<file path="src/shared/nvsram_host_pkg.sv">
// Constants, timing figures and state type for the nonvolatile SRAM host controller
package nvsram_host_pkg;

  // ****************************************************************
  // Bus widths
  // ****************************************************************
  localparam int ADDR_W      = 19;              // Byte address lines, 524,288 locations
  localparam int DATA_W      = 8;               // Byte-wide data lines
  localparam int CNT_W       = 24;              // Wait counter width
  localparam int SYNC_STAGES = 2;               // Flip-flops on every pin input

  // ****************************************************************
  // Clock and timing figures
  // ****************************************************************
  localparam int CLK_FREQ_MHZ        = 125;     // Controller clock rate
  localparam int WRITE_PULSE_NS      = 75;      // Least write pulse width
  localparam int WRITE_RECOVERY_NS   = 20;      // Least write recovery, chip select edge
  localparam int ACCESS_NS           = 100;     // Longest read access delay
  localparam int FLOAT_NS            = 35;      // Longest output float after deselect
  localparam int PROTECT_RECOVERY_MS = 125;     // Longest write protect after supply valid

  // Least time in ns to whole clock cycles, rounded up, at least one
  function automatic int ns_to_cycles_ceil(input int ns);
    int c;
    c = (ns * CLK_FREQ_MHZ + 999) / 1000;
    return (c < 1) ? 1 : c;
  endfunction : ns_to_cycles_ceil

  localparam int WRITE_PULSE_CYC    = ns_to_cycles_ceil(WRITE_PULSE_NS);
  localparam int WRITE_RECOVERY_CYC = ns_to_cycles_ceil(WRITE_RECOVERY_NS);
  localparam int ACCESS_CYC         = ns_to_cycles_ceil(ACCESS_NS);
  localparam int FLOAT_CYC          = ns_to_cycles_ceil(FLOAT_NS);
  localparam int PROTECT_RECOVERY_CYC = PROTECT_RECOVERY_MS * 1000 * CLK_FREQ_MHZ;

  // Last counter values of each timed phase
  localparam logic [CNT_W-1:0] WP_LAST    = CNT_W'(WRITE_PULSE_CYC - 1);
  localparam logic [CNT_W-1:0] WR_LAST    = CNT_W'(WRITE_RECOVERY_CYC - 1);
  localparam logic [CNT_W-1:0] RD_LAST    = CNT_W'(ACCESS_CYC + SYNC_STAGES);
  localparam logic [CNT_W-1:0] FLOAT_LAST = CNT_W'(FLOAT_CYC - 1);
  localparam logic [CNT_W-1:0] CNT_ZERO   = 24'h000000;
  localparam logic [CNT_W-1:0] CNT_ONE    = 24'h000001;

  // ****************************************************************
  // Controller states
  // ****************************************************************
  typedef enum logic [3:0] {
    POWER_WAIT,
    PROTECT_WAIT,
    IDLE,
    WR_SETUP,
    WR_PULSE,
    WR_RECOVER,
    RD_ACCESS,
    RD_FLOAT
  } host_state_t;

endpackage : nvsram_host_pkg

</file>
<file path="src/logic/pin_sync.sv">
// Two-stage synchroniser for pin inputs from outside the clock domain
`timescale 1ns/10ps
module pin_sync
  import nvsram_host_pkg::*;
#(
  parameter int WIDTH = 1                        // Bits carried
)(
  // Clock and reset
  input  wire logic             clk_i,
  input  wire logic             rst_n_i,
  // Asynchronous input and synchronised output
  input  wire logic [WIDTH-1:0] async_i,
  output logic      [WIDTH-1:0] sync_o
);

  // ****************************************************************
  // Stages
  // ****************************************************************
  logic [WIDTH-1:0] meta_reg;                    // First stage, read only by second
  logic [WIDTH-1:0] sync_reg;                    // Second stage

  // Shift the pin through both stages
  always_ff @(posedge clk_i or negedge rst_n_i)
  begin
    if (!rst_n_i)
    begin
      meta_reg <= '0;
      sync_reg <= '0;
    end
    else
    begin
      meta_reg <= async_i;
      sync_reg <= meta_reg;
    end
  end

  assign sync_o = sync_reg;

endmodule : pin_sync

</file>
<file path="src/logic/nvsram_host.sv">
// Host controller driving a byte-wide nonvolatile SRAM through its pins
//
// Contract
// - WE high, CS and OE low reads.
// - Write when WE and CS low, address first.
// - Address held steady during whole write.
// - WE high for recovery before next cycle.
// - OE kept high during write cycles.
// - Accesses resume only after supply valid.
`timescale 1ns/10ps
module nvsram_host
  import nvsram_host_pkg::*;
#(
  parameter int RECOVER_CYCLES = PROTECT_RECOVERY_CYC  // Wait after supply valid
)(
  // Clock and reset
  input  wire logic              MCLK_I,
  input  wire logic              NRST_I,
  // Supply supervisor pin, high while supply above protect threshold
  input  wire logic              SUPPLY_OK_I,
  // User request side
  input  wire logic              REQ_VALID_I,
  input  wire logic              REQ_WRITE_I,
  input  wire logic [ADDR_W-1:0] REQ_ADDR_I,
  input  wire logic [DATA_W-1:0] REQ_WDATA_I,
  output logic                   REQ_READY_O,
  output logic                   RESP_VALID_O,
  output logic      [DATA_W-1:0] RESP_RDATA_O,
  output logic                   LINK_READY_O,
  // Memory pins
  output logic      [ADDR_W-1:0] ADDR_LINES_O,
  output logic                   CHIP_SELECT_N_O,
  output logic                   WRITE_STROBE_N_O,
  output logic                   OUTPUT_DRIVE_N_O,
  input  wire logic [DATA_W-1:0] DATA_LINES_I,
  output logic      [DATA_W-1:0] DATA_LINES_O,
  output logic                   DATA_LINES_OE_O
);

  // ****************************************************************
  // Declarations
  // ****************************************************************
  localparam logic [CNT_W-1:0] REC_LAST = CNT_W'(RECOVER_CYCLES - 1);  // End of protect wait

  host_state_t       state_reg, state_next;      // Sequencer state
  logic [CNT_W-1:0]  cnt_reg, cnt_next;          // Phase timer
  logic [ADDR_W-1:0] addr_reg, addr_next;        // Address on the pins
  logic [DATA_W-1:0] dout_reg, dout_next;        // Write data on the pins
  logic              doe_reg, doe_next;          // Data drive enable
  logic              cs_n_reg, cs_n_next;        // Chip select, active low
  logic              we_n_reg, we_n_next;        // Write strobe, active low
  logic              oe_n_reg, oe_n_next;        // Output drive, active low
  logic              ready_reg, ready_next;      // Request acceptance
  logic              rvalid_reg, rvalid_next;    // Read answer pulse
  logic [DATA_W-1:0] rdata_reg, rdata_next;      // Read answer data
  logic              link_reg, link_next;        // Memory usable
  logic              supply_ok;                  // Synchronised supply good
  logic [DATA_W-1:0] data_sync;                  // Synchronised data lines

  // ****************************************************************
  // Pin synchronisers
  // ****************************************************************
  pin_sync #(.WIDTH(1)) supply_sync_u (
    .clk_i   (MCLK_I),
    .rst_n_i (NRST_I),
    .async_i (SUPPLY_OK_I),
    .sync_o  (supply_ok)
  );

  pin_sync #(.WIDTH(DATA_W)) data_sync_u (
    .clk_i   (MCLK_I),
    .rst_n_i (NRST_I),
    .async_i (DATA_LINES_I),
    .sync_o  (data_sync)
  );

  // ****************************************************************
  // Pin drive decode
  // ****************************************************************
  // Chip selected in setup, write pulse and read access only
  function automatic logic selects(input host_state_t s);
    return (s == WR_SETUP) || (s == WR_PULSE) || (s == RD_ACCESS);
  endfunction : selects

  // ****************************************************************
  // Sequencer next state
  // ****************************************************************
  always_comb
  begin
    state_next  = state_reg;
    cnt_next    = cnt_reg + CNT_ONE;
    addr_next   = addr_reg;
    dout_next   = dout_reg;
    rdata_next  = rdata_reg;
    rvalid_next = 1'b0;
    unique case (state_reg)
      // Supply below threshold, bus idle
      POWER_WAIT:
      begin
        cnt_next = CNT_ZERO;
        if (supply_ok)
          state_next = PROTECT_WAIT;
      end
      // Device may still write protect after supply valid
      PROTECT_WAIT:
      begin
        if (cnt_reg == REC_LAST)
        begin
          state_next = IDLE;
          cnt_next   = CNT_ZERO;
        end
      end
      // Take one request
      IDLE:
      begin
        cnt_next = CNT_ZERO;
        if (REQ_VALID_I)
        begin
          addr_next  = REQ_ADDR_I;
          dout_next  = REQ_WDATA_I;
          state_next = REQ_WRITE_I ? WR_SETUP : RD_ACCESS;
        end
      end
      // Address and chip select settle before strobe falls
      WR_SETUP:
      begin
        cnt_next   = CNT_ZERO;
        state_next = WR_PULSE;
      end
      // Strobe low for the least pulse width
      WR_PULSE:
      begin
        if (cnt_reg == WP_LAST)
        begin
          state_next = WR_RECOVER;
          cnt_next   = CNT_ZERO;
        end
      end
      // Strobe high for the least recovery time
      WR_RECOVER:
      begin
        if (cnt_reg == WR_LAST)
          state_next = IDLE;
      end
      // Access delay plus synchroniser latency, then capture
      RD_ACCESS:
      begin
        if (cnt_reg == RD_LAST)
        begin
          rdata_next  = data_sync;
          rvalid_next = 1'b1;
          state_next  = RD_FLOAT;
          cnt_next    = CNT_ZERO;
        end
      end
      // Let the device release the bus before the next cycle
      RD_FLOAT:
      begin
        if (cnt_reg == FLOAT_LAST)
          state_next = IDLE;
      end
    endcase
    // Supply loss aborts any cycle and deselects
    if (!supply_ok)
    begin
      state_next  = POWER_WAIT;
      cnt_next    = CNT_ZERO;
      rvalid_next = 1'b0;
    end
  end

  // ****************************************************************
  // Pin and status next values
  // ****************************************************************
  always_comb
  begin
    cs_n_next  = !selects(state_next);
    we_n_next  = (state_next != WR_PULSE);
    oe_n_next  = (state_next != RD_ACCESS);
    // Drive data from setup to one cycle past the strobe rising
    doe_next   = (state_next == WR_SETUP) || (state_next == WR_PULSE) ||
                 ((state_next == WR_RECOVER) && (state_reg == WR_PULSE));
    ready_next = (state_next == IDLE);
    link_next  = (state_next != POWER_WAIT) && (state_next != PROTECT_WAIT);
  end

  // ****************************************************************
  // Registers
  // ****************************************************************
  always_ff @(posedge MCLK_I or negedge NRST_I)
  begin
    if (!NRST_I)
    begin
      state_reg  <= POWER_WAIT;
      cnt_reg    <= CNT_ZERO;
      addr_reg   <= '0;
      dout_reg   <= '0;
      doe_reg    <= 1'b0;
      cs_n_reg   <= 1'b1;
      we_n_reg   <= 1'b1;
      oe_n_reg   <= 1'b1;
      ready_reg  <= 1'b0;
      rvalid_reg <= 1'b0;
      rdata_reg  <= '0;
      link_reg   <= 1'b0;
    end
    else
    begin
      state_reg  <= state_next;
      cnt_reg    <= cnt_next;
      addr_reg   <= addr_next;
      dout_reg   <= dout_next;
      doe_reg    <= doe_next;
      cs_n_reg   <= cs_n_next;
      we_n_reg   <= we_n_next;
      oe_n_reg   <= oe_n_next;
      ready_reg  <= ready_next;
      rvalid_reg <= rvalid_next;
      rdata_reg  <= rdata_next;
      link_reg   <= link_next;
    end
  end

  // ****************************************************************
  // Outputs
  // ****************************************************************
  assign ADDR_LINES_O     = addr_reg;
  assign CHIP_SELECT_N_O  = cs_n_reg;
  assign WRITE_STROBE_N_O = we_n_reg;
  assign OUTPUT_DRIVE_N_O = oe_n_reg;
  assign DATA_LINES_O     = dout_reg;
  assign DATA_LINES_OE_O  = doe_reg;
  assign REQ_READY_O      = ready_reg;
  assign RESP_VALID_O     = rvalid_reg;
  assign RESP_RDATA_O     = rdata_reg;
  assign LINK_READY_O     = link_reg;

endmodule : nvsram_host

</file>
<file path="config.mk">
export PLATFORM = sky130hd
export DESIGN_NAME = nvsram_host
export DESIGN_NICKNAME = d
export VERILOG_FILES = /design/src/shared/nvsram_host_pkg.sv /design/src/logic/pin_sync.sv /design/src/logic/nvsram_host.sv
export SDC_FILE = /design/constraint.sdc
export NUM_CORES = 1
export LEC_CHECK = 0
export ABC_AREA = 1
export BUFFER_PORTS_ARGS = -buffer_cell sky130_fd_sc_hd__buf_2
export CORE_ASPECT_RATIO = 0.7
export CORE_UTILIZATION = 35
export DETAILED_ROUTE_END_ITERATION = 6
export GPL_TIMING_DRIVEN = 0
export PLACE_DENSITY = 0.52
export SLEW_MARGIN = 15
export SYNTH_ARGS = -nofsm -noshare
export SYNTH_HDL_FRONTEND = slang
export SYNTH_SLANG_ARGS = --single-unit
export TNS_END_PERCENT = 5
</file>
<file path="constraint.sdc">
create_clock -name MCLK_I -period 2 [get_ports MCLK_I]
set_input_delay 0.1 -clock MCLK_I [delete_from_list [all_inputs] [get_ports MCLK_I]]
set_output_delay 0.1 -clock MCLK_I [all_outputs]
set_load 0.05 [all_outputs]
</file>
==> results_dict.tcl <==
set metrics [dict create \
    grt_pass1_vias 2964 \
    die-area_sq_um 11700 \
    first_pass_iters 4 \
    syn_area_per_cell_sq_um 10.3 \
    vias 2983 \
    worstSetupPathType "flop to flop" \
    routabilityCongestion 0.847 \
    finalInstanceArea_sq_um 5260 \
    cts_sinks 88 \
    wl_per_cell_um 13.0 \
    clockRootBuffer "clkbuf_16" \
    min_path_type "input port to flop" \
    drive_above_1_share 0.370 \
    ys_types 35 \
    final_nets 558 \
    dp.cells 618 \
    arrival_ns 2.09 \
    coreArea_sq_um 11000 \
    n_antenna_cell 0 \
    grt_usage 0.162 \
    hpwl_um 6070 \
    grt_pass1_wl_um 14600 \
    setup_violations 0 \
    antenna_found_initial 0 \
    switching_power_mw 0.815 \
    rrSetupSlack_ns 0.13 \
    clockBufferDepth 2 \
    total_power_mw 3.60 \
    critical_path.endpoint_type "flop" \
    vias_per_cell 4.44 \
    p_leak_nw 2.69 \
    drc_errors 0 \
    pwr-share-seq 0.505 \
    grt_start_max_net_pins 58 \
    status "finished clean" \
    irDropWorstVdd_mv 0.436 \
    synth_area_sq_um 3960 \
    worstPathRequired_ns 2.22 \
    final_common_cell "dfrtp_1" \
    overflow 0 \
    fmax_mhz 534 \
    switching_share 0.226 \
    crit_fanout 10 \
    cap_violations 0 \
    largest_reg_flops 24 \
    hold_viol_final 0 \
    core.rowCount 32 \
    ctsHtreeMaxLevel 3 \
    p_comb_frac 0.056 \
    portBuffers 81 \
    cts_made_buffers 9 \
    layout.cells.most_common_list "dfrtp_1, buf_2, nand2_1" \
    ys_seq_area_frac 0.557 \
    synth_top_flop_cell "dfrtp_1" \
    io_pins 82 \
    cts.reportedPaths.clkPinSlew_ns 0.07 \
    cts_tree "yes" \
    internal-power_mw 2.79 \
    r2r-start "cnt_reg[16]" \
    die_x_um 129 \
    ant_nets 0 \
    fin_cells 672 \
    skew_ns 0.00823 \
    rr_worst_depth 9 \
    drtIter0Drc 204 \
    insertion_delay_ns 0.34 \
    period_minus_slack_ns 1.87 \
    r2r-end "cnt_reg[2]" \
    ys_seq_elements 88 \
    synthArstFlopShare 1.00 \
    drv_slew 0 \
    synth_edf_count 0 \
    p_clk_frac 0.440 \
    synthCells 383 \
    power_density_nw_per_um2 685 \
    synth_nets 427 \
    endpoint "cnt_reg[2]" \
    syn_to_final_growth_pct 32.8 \
    die_h_um 91.0 \
    start_util 0.360 \
    crit_start "cnt_reg[16]" \
    wl_um 8750 \
    rsz0062_at_grt "true" \
    final_core_util 0.478 \
    fin_hold_ws_ns 0.229 \
    place_area_sq_um 4590 \
    fin_crit_sh 0.937 \
    synth.yosys.warnings 0 \
    startpoint_type "flop" \
]
==> routing by layer <==
layer  routed length [um]  up-vias  track usage  part of all wire
met2                 3680       87        0.225              0.42
met3                  496        6       0.0436             0.057
li1                     -     1494            -                 -
met4                   44        0       0.0471            0.0050
met5                    0        -            0                 0
met1                 4530     1396        0.243              0.52
==> worst min path at each step <==
stage,startpoint,to,cells after the start
2_1_floorplan,NRST_I,ADDR_LINES_O[0],0
3_3_place_gp,DATA_LINES_I[3],data_sync_u.meta_reg[3],1
3_5_place_dp,NRST_I,data_sync_u.sync_o[7],1
4_1_cts,REQ_VALID_I,ADDR_LINES_O[6],3
5_1_grt,REQ_VALID_I,ADDR_LINES_O[8],3
6_report,REQ_VALID_I,ADDR_LINES_O[6],3
==> metrics by stage <==
stage               setup WS, ns  TNS, ns
floorplan                  0.387        0
global placement          0.0252        0
detailed placement        0.0165        0
global route            -0.00416  -0.0202
CTS                       0.0190        0
finish                     0.126        0
==> cells by family after synthesis <==
kind of cell	after synthesis	share of synthesized area
XOR/XNOR	14	0.0310
AO/OA/AOI/OAI	8	0.0133
flip-flops	88	0.557
multiplexers	27	0.0768
buffers and inverters	37	0.0398
AND/OR/NAND/NOR	204	0.268
other	1	0.000947
adder cells (fa/ha/maj)	4	0.0126
==> synth_stat cells, types with 2 or more instances <==
cell type   n  area share
nand2_1    79       0.075
buf_2       3      0.0038
dfrtp_1    85        0.54
dfstp_2     3       0.020
nand2_2     6      0.0095
buf_6       2      0.0057
mux2_2     27       0.077
a21oi_1     2      0.0025
o21ai_0     4      0.0051
inv_2       3      0.0028
nand4_1     7       0.011
nor3_1      7      0.0088
xor2_1      8       0.018
nor4_2      2      0.0063
nand3b_1    2      0.0038
nor3_2      5       0.013
nor2_1     40       0.038
nor2_4      3      0.0085
nor2_2     24       0.038
nand3_2     5       0.013
xnor2_1     6       0.013
nand3_1    14       0.018
nor3_4      3       0.012
ha_1        4       0.013
inv_1      29       0.027
==> power by group through the flow <==
stage	Combinational, mW	Clock, mW	Sequential [mW]
6_report	0.200	1.58	1.82
3_5_place_dp	0.142	0	1.85
2_1_floorplan	0.0485	0	1.85
4_1_cts	0.200	1.63	1.82
5_1_grt	0.224	1.71	1.82
3_3_place_gp	0.132	0	1.85
==> worst max-delay path, stage by stage (launching register included) <==
cell and delay [ns]:
dfrtp_1 0.45, nor2_1 0.23, nand2_1 0.08, nor2_1 0.22, nand2_1 0.11, nand2_2 0.08, nand2_2 0.06, o21ai_4 0.27
buf_8 0.21, nor2_2 0.04
==> timing repair <==
item	in CTS	in global routing
buffers inserted	1	0
pin swaps	1	1
endpoints found under the setup margin	3	34
gates resized for setup	0	5
hold endpoints to repair	67	0
hold buffers	37	0
==> layout make-up <==
| type | instances | area [sq um] |
|---|---|---|
| Clock inverter | 6 | 42.5 |
| Buffer | 5 | 45.0 |
| Sequential cell | 88 | 2210 |
| Tap cell | 153 | 191 |
| Inverter | 32 | 120 |
| Multi-Input combinational cell | 258 | 1600 |
| Clock buffer | 10 | 239 |
| Timing Repair Buffer | 120 | 813 |
| Fill cell | 1038 | 5750 |
No activity file was read; power rests on OpenSTA's default activity.
